File: config.mk
export PLATFORM = sky130hd
export DESIGN_NAME = wsup_core
export DESIGN_NICKNAME = d
export VERILOG_FILES = /design/src/wsup_pkg.sv /design/src/wsup_filter.sv /design/src/wsup_core.sv
export SDC_FILE = /design/constraint.sdc
export NUM_CORES = 1
export LEC_CHECK = 0
export ABC_CLOCK_PERIOD_IN_PS = 5900
export BUFFER_PORTS_ARGS = -buffer_cell sky130_fd_sc_hd__buf_2
export CAP_MARGIN = 20
export CORE_MARGIN = 2
export CORE_UTILIZATION = 35
export DETAILED_ROUTE_END_ITERATION = 8
export PLACE_DENSITY = 0.66
export SLEW_MARGIN = 40
export SYNTH_ARGS = -nofsm -noshare
export SYNTH_HDL_FRONTEND = slang
export SYNTH_SLANG_ARGS = --single-unit
export TNS_END_PERCENT = 1
File: constraint.sdc
create_clock -name REF_CLK -period 5.9 [get_ports REF_CLK]
set_input_delay 0.59 -clock REF_CLK [delete_from_list [all_inputs] [get_ports REF_CLK]]
set_output_delay 0.59 -clock REF_CLK [all_outputs]
set_load 0.01 [all_outputs]
File: src/wsup_pkg.sv
// constants of the window supervisor reset logic
package wsup_pkg;
  // ---------------------------------------------------------------
  // clock and timing
  // ---------------------------------------------------------------
  localparam int unsigned CLK_MHZ = 250;
  localparam int unsigned DETECT_TIME_US = 450;
  localparam int unsigned DETECT_CYCLES = DETECT_TIME_US * CLK_MHZ;
  localparam int unsigned PROBE_TIME_US = 50;
  localparam int unsigned PROBE_CYCLES = PROBE_TIME_US * CLK_MHZ;
  // preset pairs in microseconds for variants 0..2, one fixed value for variant 3
  localparam int unsigned SHORT_US_V0 = 10000;
  localparam int unsigned LONG_US_V0 = 200000;
  localparam int unsigned SHORT_US_V1 = 1000;
  localparam int unsigned LONG_US_V1 = 20000;
  localparam int unsigned SHORT_US_V2 = 5000;
  localparam int unsigned LONG_US_V2 = 100000;
  localparam int unsigned FIXED_US_V3 = 50;
  localparam int unsigned CNT_W = 32;
  // glitch filter defaults
  localparam int unsigned FILT_W = 16;
  localparam int unsigned FILT_LIMIT = 1000;
  // ---------------------------------------------------------------
  // register map (AXI4-Lite byte offsets)
  // ---------------------------------------------------------------
  localparam logic [7:0] ADDR_CTRL = 8'h00;
  localparam logic [7:0] ADDR_STATUS = 8'h04;
  localparam logic [7:0] ADDR_DELAY = 8'h08;
  localparam int unsigned CTRL_VARIANT_LSB = 0;
  localparam logic [31:0] CTRL_RESET = 32'h0000_0000;
  localparam logic [1:0] RESP_OKAY = 2'b00;
  localparam logic [1:0] RESP_SLVERR = 2'b10;
  // ---------------------------------------------------------------
  // attached option codes and state codes
  // ---------------------------------------------------------------
  typedef enum logic [1:0] {
    OPT_FLOAT = 2'b00,
    OPT_PULLUP = 2'b01,
    OPT_CAP = 2'b10,
    OPT_GROUND = 2'b11
  } opt_e;
  typedef enum logic [2:0] {
    ST_HOLD = 3'b000,
    ST_DETECT = 3'b001,
    ST_TIMED = 3'b010,
    ST_CHARGE = 3'b011,
    ST_LATCH = 3'b100,
    ST_RUN = 3'b101
  } state_e;
endpackage

File: src/wsup_filter.sv
// glitch filter with overdrive-weighted integration
`timescale 1ns/1ps
`default_nettype none
module wsup_filter
  import wsup_pkg::*;
#(
  parameter int unsigned W = FILT_W,
  parameter logic [FILT_W-1:0] LIMIT = FILT_LIMIT[FILT_W-1:0]
) (
  input wire logic clk,
  input wire logic rst,
  input wire logic fault_in,
  input wire logic [1:0] overdrive,
  output logic fault_out
);
  logic [W-1:0] acc_reg;
  logic [W-1:0] step;
  // larger overdrive integrates faster; short spikes decay away
  assign step = W'(overdrive) + W'(1);
  always_ff @(posedge clk) begin
    if (rst) begin
      acc_reg <= '0;
    end else if (fault_in) begin
      acc_reg <= (acc_reg >= LIMIT - step) ? LIMIT : acc_reg + step;
    end else if (acc_reg != '0) begin
      acc_reg <= acc_reg - W'(1);
    end
  end
  always_ff @(posedge clk) begin
    if (rst) begin
      fault_out <= 1'b0;
    end else if (acc_reg == LIMIT) begin
      fault_out <= 1'b1;
    end else if (acc_reg == '0) begin
      fault_out <= 1'b0;
    end
  end
endmodule
`default_nettype wire

File: src/wsup_core.sv
// reset-output logic of the window supervisor with delay selection
// Operation
// RULE1 - release delay set by capacitor, pull-up or floating config pin
// RULE2 - state machine pulls config pin down and samples it for 450 us
// RULE3 - detection reruns each time sense enters the valid window
// RULE4 - floating selects short preset, pull-up the long preset
// RULE5 - fixed variant uses 50 us for both and has no capacitor mode
// RULE6 - capacitor discharged by pulldown while reset is asserted; here pulldown only in HOLD and during the DETECT probe
// RULE7 - capacitor mode charges then releases at comparator threshold
// RULE8 - grounded config pin selects latch mode; variant 3 here runs its fixed delay instead
// RULE9 - in latch mode a low reset stays low after window returns
// RULE10 - raising config pin while latched releases reset at once
// RULE11 - unlatch by driving config pin above 1.2 V via resistor
// RULE12 - reset asserted when sense below undervoltage or above overvoltage
// RULE13 - reset released only after release delay in window
// RULE14 - short excursions ignored; larger overdrive responds faster
// RULE15 - supply lockout holds reset low regardless of sense
// RULE16 - manual reset ignored while reset already low for other cause; here low MR still sends DETECT, TIMED and CHARGE back to HOLD
// RULE17 - comparisons are input bits; delay counted in clock cycles
// RULE18 - release counter restarts when any reset condition reappears
//
// Our own choices: the register addresses and the AXI4-Lite slave port.
`timescale 1ns/1ps
`default_nettype none
module wsup_core
  import wsup_pkg::*;
#(
  parameter int unsigned DETECT_CNT = DETECT_CYCLES,
  parameter int unsigned PROBE_CNT = PROBE_CYCLES,
  parameter int unsigned SHORT_V0 = SHORT_US_V0 * CLK_MHZ,
  parameter int unsigned LONG_V0 = LONG_US_V0 * CLK_MHZ,
  parameter int unsigned SHORT_V1 = SHORT_US_V1 * CLK_MHZ,
  parameter int unsigned LONG_V1 = LONG_US_V1 * CLK_MHZ,
  parameter int unsigned SHORT_V2 = SHORT_US_V2 * CLK_MHZ,
  parameter int unsigned LONG_V2 = LONG_US_V2 * CLK_MHZ,
  parameter int unsigned FIXED_V3 = FIXED_US_V3 * CLK_MHZ,
  parameter logic [FILT_W-1:0] FILTER_LIMIT = FILT_LIMIT[FILT_W-1:0]
) (
  input wire logic REF_CLK,
  input wire logic RST,
  input wire logic UNDERVOLTAGE,
  input wire logic OVERVOLTAGE,
  input wire logic IN_WINDOW_HYST,
  input wire logic [1:0] OVERDRIVE,
  input wire logic SUPPLY_LOCKOUT,
  input wire logic MANUAL_RESET_N,
  input wire logic DELAY_CONFIG_PIN_HIGH,
  input wire logic DELAY_CAP_THRESHOLD,
  output logic DELAY_PULLDOWN_EN,
  output logic DELAY_CHARGE_CURRENT_EN,
  output logic RESET_N_O,
  output logic RESET_N_OE,
  input wire logic [7:0] S_AXI_AWADDR,
  input wire logic S_AXI_AWVALID,
  output logic S_AXI_AWREADY,
  input wire logic [31:0] S_AXI_WDATA,
  input wire logic [3:0] S_AXI_WSTRB,
  input wire logic S_AXI_WVALID,
  output logic S_AXI_WREADY,
  output logic [1:0] S_AXI_BRESP,
  output logic S_AXI_BVALID,
  input wire logic S_AXI_BREADY,
  input wire logic [7:0] S_AXI_ARADDR,
  input wire logic S_AXI_ARVALID,
  output logic S_AXI_ARREADY,
  output logic [31:0] S_AXI_RDATA,
  output logic [1:0] S_AXI_RRESP,
  output logic S_AXI_RVALID,
  input wire logic S_AXI_RREADY
);
  // ---------------------------------------------------------------
  // input synchronisers
  // ---------------------------------------------------------------
  localparam int unsigned NSYNC = 7;
  logic [NSYNC-1:0] async_in;
  logic [NSYNC-1:0] sync1_reg;
  logic [NSYNC-1:0] sync2_reg;
  assign async_in = {UNDERVOLTAGE, OVERVOLTAGE, IN_WINDOW_HYST,
                     SUPPLY_LOCKOUT, MANUAL_RESET_N,
                     DELAY_CONFIG_PIN_HIGH, DELAY_CAP_THRESHOLD};
  logic rst_any;
  assign rst_any = RST;
  // RULE17 comparator bits synced
  genvar gi;
  generate
    for (gi = 0; gi < NSYNC; gi++) begin : g_sync
      always_ff @(posedge REF_CLK) begin
        if (rst_any) begin
          sync1_reg[gi] <= 1'b0;
          sync2_reg[gi] <= 1'b0;
        end else begin
          sync1_reg[gi] <= async_in[gi];
          sync2_reg[gi] <= sync1_reg[gi];
        end
      end
    end
  endgenerate
  logic uv_s, ov_s, win_s, lock_s, mr_n_s, pin_s, cap_s;
  assign {uv_s, ov_s, win_s, lock_s, mr_n_s, pin_s, cap_s} = sync2_reg;
  // two stages like the fault bits, so size and fault stay aligned
  logic [1:0] od_meta_reg;
  logic [1:0] od_reg;
  always_ff @(posedge REF_CLK) begin
    if (RST) begin
      od_meta_reg <= 2'b00;
      od_reg <= 2'b00;
    end else begin
      od_meta_reg <= OVERDRIVE;
      od_reg <= od_meta_reg;
    end
  end

  // ---------------------------------------------------------------
  // window fault filtering
  // ---------------------------------------------------------------
  logic fault_filt;
  // RULE14 filter transients
  wsup_filter #(
    .W(FILT_W),
    .LIMIT(FILTER_LIMIT)
  ) u_filter (
    .clk(REF_CLK),
    .rst(RST),
    .fault_in(uv_s | ov_s),
    .overdrive(od_reg),
    .fault_out(fault_filt)
  );

  // ---------------------------------------------------------------
  // registers
  // ---------------------------------------------------------------
  logic [1:0] variant_reg;
  state_e state_reg;
  opt_e opt_reg;
  logic [CNT_W-1:0] cnt_reg;
  logic reset_n_reg;
  logic latched_reg;
  logic mr_cause;
  logic fault_cond;
  // RULE12 window violation
  // RULE15 supply lockout forces reset
  assign fault_cond = fault_filt | lock_s;
  // RULE16 mr_cause only while output is high or in ST_RUN; low MR also sends DETECT, TIMED and CHARGE back to HOLD
  assign mr_cause = ~mr_n_s & (reset_n_reg | state_reg == ST_RUN);

  // ---------------------------------------------------------------
  // delay selection
  // ---------------------------------------------------------------
  logic [CNT_W-1:0] delay_cycles;
  always_comb begin
    delay_cycles = CNT_W'(FIXED_V3);
    case (variant_reg)
      // RULE4 short for floating, long for pull-up
      2'd0: delay_cycles = (opt_reg == OPT_PULLUP) ? CNT_W'(LONG_V0)
                                                   : CNT_W'(SHORT_V0);
      2'd1: delay_cycles = (opt_reg == OPT_PULLUP) ? CNT_W'(LONG_V1)
                                                   : CNT_W'(SHORT_V1);
      2'd2: delay_cycles = (opt_reg == OPT_PULLUP) ? CNT_W'(LONG_V2)
                                                   : CNT_W'(SHORT_V2);
      // RULE5 fixed variant
      default: delay_cycles = CNT_W'(FIXED_V3);
    endcase
  end

  // ---------------------------------------------------------------
  // state machine
  // ---------------------------------------------------------------
  // pin sample at end of probe: high=pull-up; low after pulldown
  // released: cap charging keeps it low, floating reads its keeper
  logic probe_hi_reg;
  always_ff @(posedge REF_CLK) begin
    if (RST) begin
      state_reg <= ST_HOLD;
      cnt_reg <= '0;
      opt_reg <= OPT_FLOAT;
      probe_hi_reg <= 1'b0;
      latched_reg <= 1'b0;
    end else begin
      case (state_reg)
        ST_HOLD: begin
          cnt_reg <= '0;
          // RULE9 latch keeps reset low
          if (latched_reg) begin
            state_reg <= ST_LATCH;
          // RULE3 rerun detection on window entry
          end else if (win_s & ~fault_cond & mr_n_s) begin
            state_reg <= ST_DETECT;
          end
        end
        // RULE2 pulldown for the probe time, sample at probe end and at detection end
        ST_DETECT: begin
          if (fault_cond | ~mr_n_s) begin
            state_reg <= ST_HOLD;
            cnt_reg <= '0;
          end else if (cnt_reg == CNT_W'(PROBE_CNT - 1)) begin
            probe_hi_reg <= pin_s;
            cnt_reg <= cnt_reg + CNT_W'(1);
          end else if (cnt_reg >= CNT_W'(DETECT_CNT - 1)) begin
            cnt_reg <= '0;
            // RULE1 classify the attached option
            if (probe_hi_reg) begin
              opt_reg <= OPT_PULLUP;
              state_reg <= ST_TIMED;
            end else if (pin_s) begin
              opt_reg <= OPT_FLOAT;
              state_reg <= ST_TIMED;
            // RULE8 grounded pin selects latch in variants 0..2
            end else if (variant_reg != 2'd3 && cap_s) begin
              opt_reg <= OPT_CAP;
              state_reg <= ST_CHARGE;
            end else if (variant_reg == 2'd3) begin
              opt_reg <= OPT_FLOAT;
              state_reg <= ST_TIMED;
            end else begin
              opt_reg <= OPT_GROUND;
              latched_reg <= 1'b1;
              state_reg <= ST_LATCH;
            end
          end else begin
            cnt_reg <= cnt_reg + CNT_W'(1);
          end
        end
        // RULE13 release after delay
        ST_TIMED: begin
          // RULE18 restart on reappearing condition
          if (fault_cond | ~mr_n_s) begin
            state_reg <= ST_HOLD;
            cnt_reg <= '0;
          end else if (cnt_reg >= delay_cycles - CNT_W'(1)) begin
            state_reg <= ST_RUN;
            cnt_reg <= '0;
          end else begin
            cnt_reg <= cnt_reg + CNT_W'(1);
          end
        end
        // RULE7 charge until threshold reached
        ST_CHARGE: begin
          if (fault_cond | ~mr_n_s) begin
            state_reg <= ST_HOLD;
          end else if (cap_s) begin
            state_reg <= ST_RUN;
          end
        end
        // RULE10 raised pin releases at once
        ST_LATCH: begin
          if (pin_s) begin
            latched_reg <= 1'b0;
            state_reg <= ST_RUN;
          end
        end
        ST_RUN: begin
          if (fault_cond | mr_cause) begin
            state_reg <= ST_HOLD;
            // RULE9 latched stays low
            if (opt_reg == OPT_GROUND & ~pin_s) begin
              latched_reg <= 1'b1;
            end
          end
        end
        default: state_reg <= ST_HOLD;
      endcase
    end
  end

  // ---------------------------------------------------------------
  // pin drivers
  // ---------------------------------------------------------------
  always_ff @(posedge REF_CLK) begin
    if (RST) begin
      reset_n_reg <= 1'b0;
    end else begin
      reset_n_reg <= (state_reg == ST_RUN) & ~fault_cond & ~mr_cause;
    end
  end
  // open drain: drive low only
  assign RESET_N_O = 1'b0;
  assign RESET_N_OE = ~reset_n_reg;
  // RULE6 discharge in ST_HOLD and during the ST_DETECT probe
  assign DELAY_PULLDOWN_EN = (state_reg == ST_HOLD) |
    ((state_reg == ST_DETECT) & (cnt_reg < CNT_W'(PROBE_CNT)));
  // RULE7 charge current in capacitor mode
  assign DELAY_CHARGE_CURRENT_EN = (state_reg == ST_CHARGE);

  // ---------------------------------------------------------------
  // AXI4-Lite slave
  // ---------------------------------------------------------------
  logic aw_reg, w_reg;
  logic [7:0] awaddr_reg;
  logic [31:0] wdata_reg;
  logic [3:0] wstrb_reg;
  assign S_AXI_AWREADY = ~aw_reg & ~S_AXI_BVALID;
  assign S_AXI_WREADY = ~w_reg & ~S_AXI_BVALID;
  always_ff @(posedge REF_CLK) begin
    if (RST) begin
      aw_reg <= 1'b0;
      w_reg <= 1'b0;
      awaddr_reg <= '0;
      wdata_reg <= '0;
      wstrb_reg <= '0;
      S_AXI_BVALID <= 1'b0;
      S_AXI_BRESP <= RESP_OKAY;
      variant_reg <= CTRL_RESET[1:0];
    end else begin
      if (S_AXI_AWVALID & S_AXI_AWREADY) begin
        aw_reg <= 1'b1;
        awaddr_reg <= S_AXI_AWADDR;
      end
      if (S_AXI_WVALID & S_AXI_WREADY) begin
        w_reg <= 1'b1;
        wdata_reg <= S_AXI_WDATA;
        wstrb_reg <= S_AXI_WSTRB;
      end
      if (aw_reg & w_reg) begin
        aw_reg <= 1'b0;
        w_reg <= 1'b0;
        S_AXI_BVALID <= 1'b1;
        if (awaddr_reg == ADDR_CTRL) begin
          S_AXI_BRESP <= RESP_OKAY;
          if (wstrb_reg[0]) begin
            variant_reg <= wdata_reg[CTRL_VARIANT_LSB +: 2];
          end
        end else if (awaddr_reg == ADDR_STATUS ||
                     awaddr_reg == ADDR_DELAY) begin
          S_AXI_BRESP <= RESP_OKAY;
        end else begin
          S_AXI_BRESP <= RESP_SLVERR;
        end
      end else if (S_AXI_BVALID & S_AXI_BREADY) begin
        S_AXI_BVALID <= 1'b0;
      end
    end
  end
  assign S_AXI_ARREADY = ~S_AXI_RVALID;
  always_ff @(posedge REF_CLK) begin
    if (RST) begin
      S_AXI_RVALID <= 1'b0;
      S_AXI_RDATA <= '0;
      S_AXI_RRESP <= RESP_OKAY;
    end else if (S_AXI_ARVALID & S_AXI_ARREADY) begin
      S_AXI_RVALID <= 1'b1;
      S_AXI_RRESP <= RESP_OKAY;
      case (S_AXI_ARADDR)
        ADDR_CTRL: S_AXI_RDATA <= {30'h0000_0000, variant_reg};
        ADDR_STATUS: S_AXI_RDATA <= {24'h00_0000, latched_reg,
          reset_n_reg, opt_reg, 1'b0, state_reg};
        ADDR_DELAY: S_AXI_RDATA <= delay_cycles;
        default: begin
          S_AXI_RDATA <= '0;
          S_AXI_RRESP <= RESP_SLVERR;
        end
      endcase
    end else if (S_AXI_RREADY) begin
      S_AXI_RVALID <= 1'b0;
    end
  end
endmodule
`default_nettype wire

-- After elaboration in Yosys (flattened, before gate mapping)
Cells that the tools add are included.
Widths: inputs -> output; s select.
- logic and storage cells: 183
- output and inout port bits: 45
- flip-flop bits (word level): 128
- input port bits: 68
- reduce and logical (&&, ||, !) cells: 21
- muxes and demuxes: 54
- bitwise logic cells: 31
- magnitude comparators: 4
- equal/unequal tests: 32
- add/subtract/negate cells: 6
- operator list (cell ; count):
    $pmux 32 s3 ; 2
    $mux 32 ; 5
    $pmux 26 s3 ; 1
    $mux 16 ; 3
    $mux 3 ; 15
    $add 32x1->32 const B ; 1
    $eq 32x14->1 const B ; 1
    $ge 32x17->1 const B ; 1
    $ge 32x32->1 ; 1
    $lt 32x14->1 const B ; 1
    $sub 32x1->32 const B ; 1
    $mux 26 ; 1
    $mux 25 ; 1
    $mux 23 ; 1
    $ne 2x2->1 const B ; 11
    $pmux 3 s6 ; 1
    $add 16x16->16 ; 1
    $eq 16x10->1 const B ; 1
    $eq 8x3->1 const B ; 2
    $eq 8x4->1 const B ; 2
    $ge 16x16->1 ; 1
    $logic_not 16->1 ; 1
    $logic_not 8->1 ; 2
    $mux 1 ; 16
    28 further kinds ; 75

-- Longest topological paths before layout
Gate-level depths: netlist of run 1.
- depth in word-level cells: 9
- mapped depth: 14
- mapped depth without buffers: 12

-- Hierarchy
A second synthesis of run 1 with hierarchy kept.
- cell total of the unflattened synthesis: 824
- area total of the unflattened synthesis: 6582.6 um2
- by module, submodules not included (module ; cells an instance ; instances ; area an instance (um2) ; seq. area each (um2)):
    wsup_core ; 668 ; 1 ; 5247.5 ; 2001.9
    wsup_filter ; 156 ; 1 ; 1335.0 ; 340.3

-- Worst setup path before layout of run 1
Ideal clock, no wire load.
- kind: register to register
- from: reg opt_reg[0]
- to: reg cnt_reg[7]
- cell stages (with the launch flop): 14
- path slack: 3.063 ns
- clock period less this slack: 2.837 ns
- buffers on the path: 2
- data arrival time: 2.720 ns
- cells stage by stage: dfxtp_1 > nor2b_1 > clkbuf_1 > nor2_1 > or2_2 > ha_1 > nand4_1 > nor4_1 > o211ai_1 > nand4_4 > a31oi_4 > buf_4 > a21o_1 > a22o_1
- cells in the longest elaborated chain, start to end: 8
- elaborated cells on any way between the ends: 10
- ends and longest elaborated chain (what ; line ; text):
    start, declared ; wsup_core.sv:134 ; opt_e opt_reg;
    start signal, assigned ; wsup_core.sv:175 ; opt_reg <= OPT_FLOAT;
    start signal, assigned ; wsup_core.sv:202 ; opt_reg <= OPT_PULLUP;
    start signal, assigned ; wsup_core.sv:205 ; opt_reg <= OPT_FLOAT;
    $eq 2x1->1 * ; wsup_core.sv:154, wsup_core.sv:156, wsup_core.sv:158 ;
    $mux 25, or another cell as far along ; wsup_core.sv:158 ; 2'd2: delay_cycles = (opt_reg == OPT_PULLUP) ? CNT_W'(LONG_V2)
    $pmux 26 s3 * ; wsup_core.sv:152 ; case (variant_reg)
    $sub 32x1->32 * ; wsup_core.sv:229 ; end else if (cnt_reg >= delay_cycles - CNT_W'(1)) begin
    $ge 32x32->1 * ; wsup_core.sv:229 ;
    $mux 32 * ; wsup_core.sv:229 ;
    $mux 32 * ; wsup_core.sv:226 ; if (fault_cond | ~mr_n_s) begin
    $pmux 32 s3 * ; wsup_core.sv:179 ; case (state_reg)
    end signal, assigned ; wsup_core.sv:197 ; cnt_reg <= cnt_reg + CNT_W'(1);
    end signal, assigned ; wsup_core.sv:220 ; cnt_reg <= cnt_reg + CNT_W'(1);
    end signal, assigned ; wsup_core.sv:233 ; cnt_reg <= cnt_reg + CNT_W'(1);
    end, declared ; wsup_core.sv:135 ; logic [CNT_W-1:0] cnt_reg;
Every way passes the cells marked *; elsewhere a longest branch is shown, timed or not.
A chain may end at the register's enable or synchronous reset.

-- Final worst setup path of run 1
- from: reg opt_reg[0]
- to: reg cnt_reg[13]
Same word-level chain as after synthesis.

==> results.py, run 1 <==
metrics = {
    "outcome": {
        "status": "finished, final reports clean",
    },
    "timing": {
        "final.period_utilization_pct": 60.76,
        "hold_violations": 0,
        "tightest_slew_ns": 0.8462,
        "rsz0062_at_grt": "no",
        "period_minus_slack_ns": 3.585,
        "max_freq_ghz": 0.2790,
        "finalSetupViolations": 0,
        "fin_skew_ns": 0.008990,
        "maxSlewViolCount": 0,
        "holdWs_ns": 0.3491,
        "setup_tns_ns": 0,
        "slew-limit-headroom_pct": 43.25,
    },
    "placement": {
        "dp_cells": 1096,
        "portBuffers": 69,
        "hpwl_um": 11780,
        "dpl-instance-area_um2": 7092,
        "place.gp.congestion": 0.8669,
    },
    "route": {
        "drc": 0,
        "dr_total_vias": 5884,
        "drt-initial-drc-count": 298,
        "dr.pass1.iters": 7,
        "ant_nets": 0,
        "wire_per_inst_um": 14.45,
        "routed_wl_um": 16260,
        "avgViaCountPerCell": 5.230,
    },
    "global_routing": {
        "grt_pass1_vias": 5344,
        "grt_pass1_wl_um": 26700,
        "grt_use_total_pct": 16.65,
        "grt_antenna_before_repair": 0,
        "overflow": 0,
        "grt_max_degree": 52,
    },
    "clock_tree": {
        "hold_buffers": 0,
        "post-cts-setup-buffers": 0,
        "clk_path_buf_depth": 2,
        "numCtsBuffers": 17,
        "cts-resized-gates": 0,
        "cts_tree": "built",
        "cts_sinks": 117,
        "htree_num_levels": 4,
        "clockRootBuffer": "clkbuf_16",
        "clk_pin_slew_worst_paths_ns": 0.06,
        "clkLatencyLatePin_ns": 0.42,
    },
    "min_path": {
        "min_path_cells": 2,
        "whs_endpoint": "S_AXI_RVALID",
        "hp-start": "S_AXI_RREADY",
        "hold_path.class": "input port to flop",
    },
    "floorplanning": {
        "dieWidth_um": 141.5,
        "initial_core_util_pct": 35.48,
        "core_region_area_um2": 18640,
        "row_count": 50,
        "ios": 113,
        "die_h_um": 141.5,
        "dieArea_um2": 20010,
    },
    "power": {
        "vdd_drop_max_uv": 215.9,
        "powerDensity_nw_per_um2": 307.8,
        "power.total_mw": 2.350,
        "power.leakage_nw": 3.111,
    },
    "logic_synthesis": {
        "netlist.top_cell.by_area": "dfxtp_1",
        "synthTopCellsByArea": "dfxtp_1, ha_1, nand2_1, nor2_1, a21oi_1",
        "syn_inst": 830,
        "synth_top_area_share_pct": 35.41,
        "synthArstFlopShare_pct": 0,
        "synth_seq_cells": 117,
        "ys_warn_count": 0,
        "synth_cell_types": 69,
        "synth-edff-count": 0,
        "ys_seq_area_share_pct": 35.41,
        "syn-cell-area_um2": 6614,
        "syn_avg_cell_area_um2": 7.968,
        "synth_flop_cell": "dfxtp_1",
    },
    "finish": {
        "fin_cells": 1125,
        "final_cell_area_um2": 7634,
        "num_antenna_cells": 0,
        "syn2layout_area_growth_pct": 15.42,
        "largest_reg_flops": 32,
        "num-nets-final": 992,
        "nFillCells": 1936,
        "layout-drive-gt1-share_pct": 13.80,
    },
    "critical_path": {
        "critPathCaptureType": "flop",
        "critPathKind": "flop to flop",
        "startpoint": "opt_reg[0]",
        "cp-start-kind": "flop",
        "r2r-end": "cnt_reg[13]",
        "ff2ff_path_depth": 12,
        "ff2ff_setup_slack_ns": 2.32,
        "r2r-start": "opt_reg[0]",
        "cp.arrival_ns": 3.90,
        "crit_fanout": 20,
        "crit_required_ns": 6.22,
    },
    "flow_run": {
        "maxCapViolations": 0,
    },
}
## per-layer routing
metal	part of all wire (%)	vias to the layer above	global-route usage, %
met2	47	148	26.52
met4	0.71	0	4.158
met3	5.4	13	4.455
li1	-	3011	-
met5	0	-	0
met1	47	2712	22.45
## cell type report
class | instances | area [µm²] | area share [%]
inverter | 32 | 120.1 | 1.574
timing repair buffer | 73 | 395.4 | 5.179
sequential | 117 | 2342 | 30.68
multi-input combinational | 640 | 3941 | 51.63
tap | 234 | 292.8 | 3.835
clock buffer | 24 | 491.7 | 6.442
clock inverter | 5 | 50.05 | 0.6556
## worst max path at each step
stage | to | slack, ns
6_report | cnt_reg[13] | 2.32
4_1_cts | cnt_reg[7] | 2.32
5_1_grt | cnt_reg[13] | 1.95
2_1_floorplan | cnt_reg[7] | 3.06
3_5_place_dp | cnt_reg[13] | 2.34
3_3_place_gp | cnt_reg[8] | 2.37
## worst max-delay path, cell delays in order (launching register included)
cell	delay [ns]
dfxtp_1	0.40
nor2b_1	0.51
nor2_1	0.13
or2_2	0.33
ha_1	0.29
nand4_1	0.15
nor4_1	0.47
o211ai_1	0.22
nand4_4	0.17
a31oi_4	0.23
buf_16	0.24
a21o_1	0.16
a22o_1	0.17
## cells in the mapped netlist, types with 8 or more instances
cell type / count
a21oi_1: 65
buf_4: 14
or2_2: 8
o21ai_0: 34
inv_1: 31
mux2i_1: 11
o311ai_1: 8
a21o_1: 9
nor3_1: 25
ha_1: 42
clkbuf_1: 34
or3_1: 9
nand2_1: 101
nand3_1: 41
xnor2_1: 13
dfxtp_1: 117
nor2b_1: 30
nand4_1: 16
xor2_1: 11
nor4_1: 14
nor2_1: 91
## placed cells by master (no fill, tap or decap), types with 4 or more instances in the layout
| master | n |
|---|---|
| a22oi_1 | 6 |
| nor2_1 | 91 |
| or3_1 | 9 |
| clkinv_2 | 4 |
| a211oi_1 | 7 |
| mux2i_1 | 11 |
| a22o_1 | 6 |
| a31oi_1 | 4 |
| ha_1 | 42 |
| o211ai_1 | 6 |
| nand4_1 | 16 |
| o21ai_0 | 34 |
| o21ai_1 | 4 |
| or2_2 | 8 |
| xnor2_1 | 13 |
| nand2b_1 | 7 |
| nor4_1 | 13 |
| and2_1 | 5 |
| nor4b_1 | 4 |
| nand2_1 | 101 |
| nor3_1 | 25 |
| buf_2 | 69 |
| conb_1 | 16 |
| clkbuf_8 | 4 |
| a21oi_1 | 65 |
| nand3_1 | 41 |
| a21o_1 | 9 |
| clkbuf_16 | 17 |
| nor2b_1 | 30 |
| o311ai_1 | 8 |
| xor2_1 | 11 |
| inv_1 | 31 |
| dfxtp_1 | 117 |
## metrics by stage
step | worst slack (ns) | utilization [%]
finish | 2.315 | 40.95
global route | 1.950 | 40.95
CTS | 2.324 | 40.95
detailed placement | 2.338 | 38.04
global placement | 2.371 | 37.86
floorplan | 3.063 | -
## cell families (layout without fill, tap and decap cells)
family | count (synthesis) | count (layout) | synth area share, %
buffers and inverters | 87 | 134 | 5.883
AND/OR/NAND/NOR | 371 | 371 | 27.70
XOR/XNOR | 24 | 24 | 3.178
flip-flops | 117 | 117 | 35.41
adder cells (fa/ha/maj) | 43 | 43 | 8.248
other | 2 | 16 | 0.1135
multiplexers | 11 | 11 | 1.665
AO/OA/AOI/OAI | 175 | 175 | 17.80
## power by group
group | internal, mW | switching (mW)
logic | 0.201 | 0.264
registers | 0.852 | 0.0794
clock network | 0.612 | 0.342
total | 1.66 | 0.685
Note: power is estimated with default switching activity, not from simulation.
==> run 2: changes to the inputs <==
- ABC_AREA: default -> 1
- ABC_CLOCK_PERIOD_IN_PS: 5900 -> 3600
- clock period: 5.9 -> 3.6 ns (I/O delays scaled with it)
==> run 2 against run 1 <==
Net effect: fmax up 17%; sequential share of layout area down 2.9 points; via count up 17%; clock skew up 0.0010 ns; worst hold slack worse by 0.23 ns; power up 88%; core utilization up 0.52 points; critical endpoint is now cnt_reg[11].
==> results.py, run 2 <==
metrics = {
    "critical_path": {
        "ff2ff_setup_slack_ns": 0.53,
        "crit_slowest_cell": "dfxtp_1",
        "crit_fanout": 31,
        "critPathMaxStageDelay_ns": 0.41,
        "cp.arrival_ns": 3.43,
        "cp-start-kind": "flop",
        "crit_required_ns": 3.96,
        "critPathCaptureType": "flop",
        "r2r-start": "variant_reg[1]",
        "cpMostUsedCell": "nand2_1",
        "ff2ff_path_depth": 19,
        "critPathKind": "flop to flop",
        "crit_chain": "inv_1, nor2_1, inv_1, nor2_1, nor2_1, nand2_1, inv_1, ha_1, nand2_1, inv_1, nand2_1, nand2_1, nand2_1, nand2_1, a21oi_1, nand4_2, nand2_8, nand2_1, a21oi_1",
        "r2r-end": "cnt_reg[11]",
    },
    "logic_synthesis": {
        "synth_most_common_cell": "nand2_1",
        "synth-edff-count": 0,
        "synthTopCellsByArea": "dfxtp_1, nand2_1, inv_1, nor2_1, ha_1",
        "ys_top_cells_by_count": "nand2_1, inv_1, nor2_1",
        "ys_warn_count": 0,
        "syn_avg_cell_area_um2": 6.669,
        "netlist.top_cell.by_area": "dfxtp_1",
        "synthArstFlopShare_pct": 0,
        "synth_seq_cells": 117,
        "ys_seq_area_share_pct": 32.22,
        "syn-cell-area_um2": 7269,
        "synth_top_area_share_pct": 32.22,
        "synth_flop_cell": "dfxtp_1",
        "synth_cell_types": 50,
        "syn_inst": 1090,
    },
    "placement": {
        "hpwl_um": 12930,
        "portBuffers": 69,
        "place.gp.congestion": 0.8769,
    },
    "finish": {
        "final_cell_mix": "nand2_1, inv_1, nor2_1",
        "multiInputGateArea_um2": 4195,
        "largest_reg_flops": 32,
        "layout_commonest_cell": "nand2_1",
        "num-nets-final": 1269,
        "nFillCells": 2164,
        "syn2layout_area_growth_pct": 15.78,
        "num_antenna_cells": 0,
        "layout-drive-gt1-share_pct": 12.38,
        "utilization_pct": 41.46,
        "seq_area_um2": 2342,
    },
    "global_routing": {
        "grt_use_total_pct": 16.42,
        "grt_max_degree": 71,
        "grt_pass1_wl_um": 29480,
        "grt_antenna_before_repair": 0,
        "grt_pass1_vias": 6262,
        "overflow": 0,
    },
    "clock_tree": {
        "clk_pin_slew_worst_paths_ns": 0.06,
        "htree_num_levels": 4,
        "clockRootBuffer": "clkbuf_16",
        "cts_tree": "built",
        "hold_buffers": 0,
        "clkLatencyLatePin_ns": 0.43,
        "numCtsBuffers": 17,
        "clk_path_buf_depth": 2,
        "cts_sinks": 117,
    },
    "route": {
        "drt-initial-drc-count": 446,
        "drc": 0,
        "avgViaCountPerCell": 4.775,
        "dr_total_vias": 6881,
        "dr.pass1.iters": 5,
        "routed_wl_um": 17510,
        "wire_per_inst_um": 12.15,
        "ant_nets": 0,
    },
    "timing": {
        "fin_skew_ns": 0.01003,
        "setup_tns_ns": 0,
        "slew-limit-headroom_pct": 49.53,
        "hold_violations": 0,
        "period_minus_slack_ns": 3.068,
        "rsz0062_at_grt": "no",
        "finalSetupViolations": 0,
        "maxSlewViolCount": 0,
        "max_freq_ghz": 0.3259,
        "final.period_utilization_pct": 85.23,
        "tightest_slew_ns": 0.7571,
    },
    "floorplanning": {
        "die_h_um": 148.1,
        "ios": 113,
        "dieWidth_um": 148.1,
        "row_count": 52,
        "dieArea_um2": 21940,
        "initial_core_util_pct": 35.81,
        "core_region_area_um2": 20300,
    },
    "power": {
        "powerDensity_nw_per_um2": 525.0,
        "vdd_drop_max_uv": 421.6,
        "power.leakage_nw": 3.943,
    },
    "min_path": {
        "hold_path.class": "input port to flop",
        "hp-start": "OVERDRIVE[1]",
        "whs_endpoint": "od_meta_reg[1]",
        "min_path_cells": 3,
    },
    "outcome": {
        "status": "finished, final reports clean",
    },
    "flow_run": {
        "maxCapViolations": 0,
    },
}
-- run 2: kinds of logic after synthesis --
group	share of synthesized area [%]
buf+inv	10.98
simple gates	32.58
other cells	0.1033
compound gates	11.31
flops	32.22
fa+ha+maj	7.504
xor+xnor	5.301
-- run 2: area by class of cell --
type | count | area share (%)
sequential | 117 | 27.83
multi-input combinational | 794 | 49.84
timing repair buffer | 73 | 4.460
clock inverter | 15 | 1.888
tap | 270 | 4.014
inverter | 155 | 6.912
clock buffer | 17 | 5.054
-- run 2: worst max-delay path by stage --
stage	to	from
floorplan	cnt_reg[23]	opt_reg[0]
global placement	cnt_reg[21]	variant_reg[1]
detailed placement	cnt_reg[18]	variant_reg[1]
CTS	cnt_reg[18]	variant_reg[1]
global route	cnt_reg[11]	variant_reg[1]
finish	cnt_reg[11]	variant_reg[1]
-- run 2: where the power goes --
| part | switching (mW) | internal, mW | total [mW] |
|---|---|---|---|
| Combinational | 0.770 | 0.419 | 1.19 |
| Sequential | 0.122 | 1.41 | 1.53 |
| Clock | 0.721 | 0.977 | 1.70 |
| Total | 1.61 | 2.81 | 4.42 |
-- run 2: critical path, delay by kind of cell (launching register included) --
family	cells	cell delay [ns]
adders and majority gates	1	0.26
AOI/OAI and AO/OA	2	0.43
and+or+nand+nor	12	1.60
DFF	1	0.41
buffers and inverters	4	0.26
-- run 2: what timing repair did --
action,in CTS,in global routing
setup buffers,0,0
hold endpoints to repair,0,0
endpoints found under the setup margin,0,1
gates resized for setup,0,1
-- run 2: per-stage QoR --
stage | cell area, µm² | hold WS [ns] | power, mW | worst slack (ns) | std cells
6_report | 8417 | 0.1231 | 4.419 | 0.5318 | 1441
5_1_grt | 8417 | 0.1278 | 4.708 | 0.06513 | 1441
4_1_cts | 8406 | 0.1138 | 4.454 | 0.4840 | 1441
3_5_place_dp | 7821 | 0.3962 | 2.734 | 0.5228 | 1409
3_3_place_gp | 7819 | 0.3942 | 2.710 | 0.5502 | 1409
2_1_floorplan | 7322 | 0.3883 | 2.463 | 1.200 | 1104
-- run 2: layer usage --
| layer | wire, µm | share of wire [%] | track usage [%] | vias to the layer above |
|---|---|---|---|---|
| met5 | 0 | 0 | 0 | - |
| met4 | 200 | 1.1 | 4.476 | 0 |
| met3 | 818 | 4.7 | 4.141 | 15 |
| met2 | 8144 | 47 | 26.99 | 137 |
| met1 | 8345 | 48 | 21.49 | 3148 |
| li1 | - | - | - | 3581 |
==> run 3: changes to the inputs <==
- CORE_MARGIN: 2 -> default
==> run 3 against run 2 <==
Net effect: via count shrank 0.12%; first-iteration DRC count is 8.3% lower; flip-flop and latch count unchanged; power up 0.74%; clock power is essentially flat; count of clock-buffer cells in the layout stayed put; sequential share of layout area is essentially flat; non-clock buffer count unchanged; design area increased by 0.10%; global-route usage barely moved; critical path type unchanged; critical endpoint is now cnt_reg[10]; highest routed layer unchanged.
==> results.py, run 3 (synthesis gave the netlist of run 2 again) <==
metrics = {
    "critical_path": {
        "critPathKind": "flop to flop",
        "cp-endpoint": "cnt_reg[10]",
        "crit_fanout": 31,
        "cp-start-kind": "flop",
        "ff2ff_setup_slack_ns": 0.45,
        "ff2ff_path_depth": 18,
        "cp.arrival_ns": 3.50,
        "critPathCaptureType": "flop",
        "crit_required_ns": 3.94,
        "r2r-end": "cnt_reg[10]",
        "startpoint": "variant_reg[0]",
        "r2r-start": "variant_reg[0]",
    },
    "power": {
        "power.leakage_nw": 3.949,
        "vdd_drop_max_uv": 319.2,
        "power.total_mw": 4.452,
        "powerDensity_nw_per_um2": 528.4,
    },
    "route": {
        "avgViaCountPerCell": 4.770,
        "wire_per_inst_um": 11.90,
        "drc": 0,
        "dr_total_vias": 6873,
        "drt-initial-drc-count": 409,
        "ant_nets": 0,
        "dr.pass1.iters": 6,
        "routed_wl_um": 17140,
    },
    "clock_tree": {
        "clk_pin_slew_worst_paths_ns": 0.06,
        "clk_path_buf_depth": 2,
        "post-cts-setup-buffers": 0,
        "clockRootBuffer": "clkbuf_16",
        "cts_tree": "built",
        "htree_num_levels": 4,
        "cts-resized-gates": 0,
        "numCtsBuffers": 17,
        "clkLatencyLatePin_ns": 0.43,
        "cts_sinks": 117,
        "hold_buffers": 0,
    },
    "global_routing": {
        "grt_use_total_pct": 16.45,
        "grt_max_degree": 71,
        "grt_antenna_before_repair": 0,
        "grt_pass1_wl_um": 28970,
        "overflow": 0,
        "grt_pass1_vias": 6195,
    },
    "floorplanning": {
        "ios": 113,
        "core_region_area_um2": 20300,
        "initial_core_util_pct": 35.81,
        "row_count": 52,
        "die_h_um": 146.1,
        "dieArea_um2": 21350,
        "dieWidth_um": 146.1,
    },
    "outcome": {
        "status": "finished, final reports clean",
    },
    "timing": {
        "setup_tns_ns": 0,
        "maxSlewViolCount": 0,
        "period_minus_slack_ns": 3.150,
        "setup_slack_ns": 0.4495,
        "tightest_slew_ns": 0.7614,
        "max_freq_ghz": 0.3174,
        "finalSetupViolations": 0,
        "slew-limit-headroom_pct": 49.24,
        "fin_skew_ns": 0.008041,
        "final.period_utilization_pct": 87.51,
        "hold_violations": 0,
        "rsz0062_at_grt": "no",
    },
    "min_path": {
        "hp-start": "UNDERVOLTAGE",
        "hold_path.class": "input port to flop",
    },
    "placement": {
        "dp_cells": 1409,
        "dp_slack_ns": 0.5386,
        "hpwl_um": 12820,
        "portBuffers": 69,
        "place.gp.congestion": 0.9087,
    },
    "finish": {
        "fin_cells": 1441,
        "num-nets-final": 1269,
        "final_cell_mix": "nand2_1, inv_1, nor2_1",
        "layout-drive-gt1-share_pct": 12.38,
        "utilization_pct": 41.51,
        "num_antenna_cells": 0,
        "largest_reg_flops": 32,
        "layout_commonest_cell": "nand2_1",
        "syn2layout_area_growth_pct": 15.90,
    },
    "flow_run": {
        "maxCapViolations": 0,
    },
}
## run 3: final cells by class
type | instances | area [µm²]
fill | 2155 | 11870
multi-input combinational | 794 | 4187
sequential | 117 | 2342
inverter | 155 | 581.8
clock buffer | 17 | 425.4
timing repair buffer | 73 | 375.4
tap | 270 | 337.8
clock inverter | 15 | 176.4
## run 3: how the worst min path moves through the flow
| stage | endpoint | cells past startpoint |
|---|---|---|
| floorplan | cap_s | 2 |
| global placement | ov_s | 2 |
| CTS | sync1_reg[1] | 3 |
| detailed placement | uv_s | 2 |
| finish | sync1_reg[6] | 3 |
| global route | sync1_reg[0] | 3 |
## run 3: worst max-delay path, cell delays in order, from the launching register on
cell and delay (ns):
dfxtp_1 0.39, nor2_1 0.19, inv_1 0.10, nor2_1 0.29, nor2_1 0.15, nand2_1 0.15, inv_1 0.06, ha_1 0.26
nand2_1 0.07, inv_1 0.05, nand2_1 0.05, nand2_1 0.04, nand2_1 0.05, nand2_1 0.05, a21oi_1 0.31, nand4_2 0.27
nand2_4 0.36, nand2_1 0.09, a21oi_1 0.14
## run 3: through the flow
stage | hold slack, ns | area [µm²]
detailed placement | 0.3967 | 7821
finish | 0.1329 | 8426
global route | 0.1427 | 8426
global placement | 0.3935 | 7819
CTS | 0.1257 | 8423
floorplan | 0.3883 | 7322
## run 3: report_power, final
part	leakage, nW	switching, mW	internal [mW]
clock	0.290	0.645	1.09
sequential	0.954	0.119	1.41
combinational	2.70	0.770	0.417
## run 3: layer usage
layer	global-route usage, %	part of all wire [%]	vias to the layer above
met4	4.740	1.2	0
met2	26.84	46	160
met5	0	0	-
met3	3.531	4.6	20
met1	21.81	48	3110
li1	-	-	3583
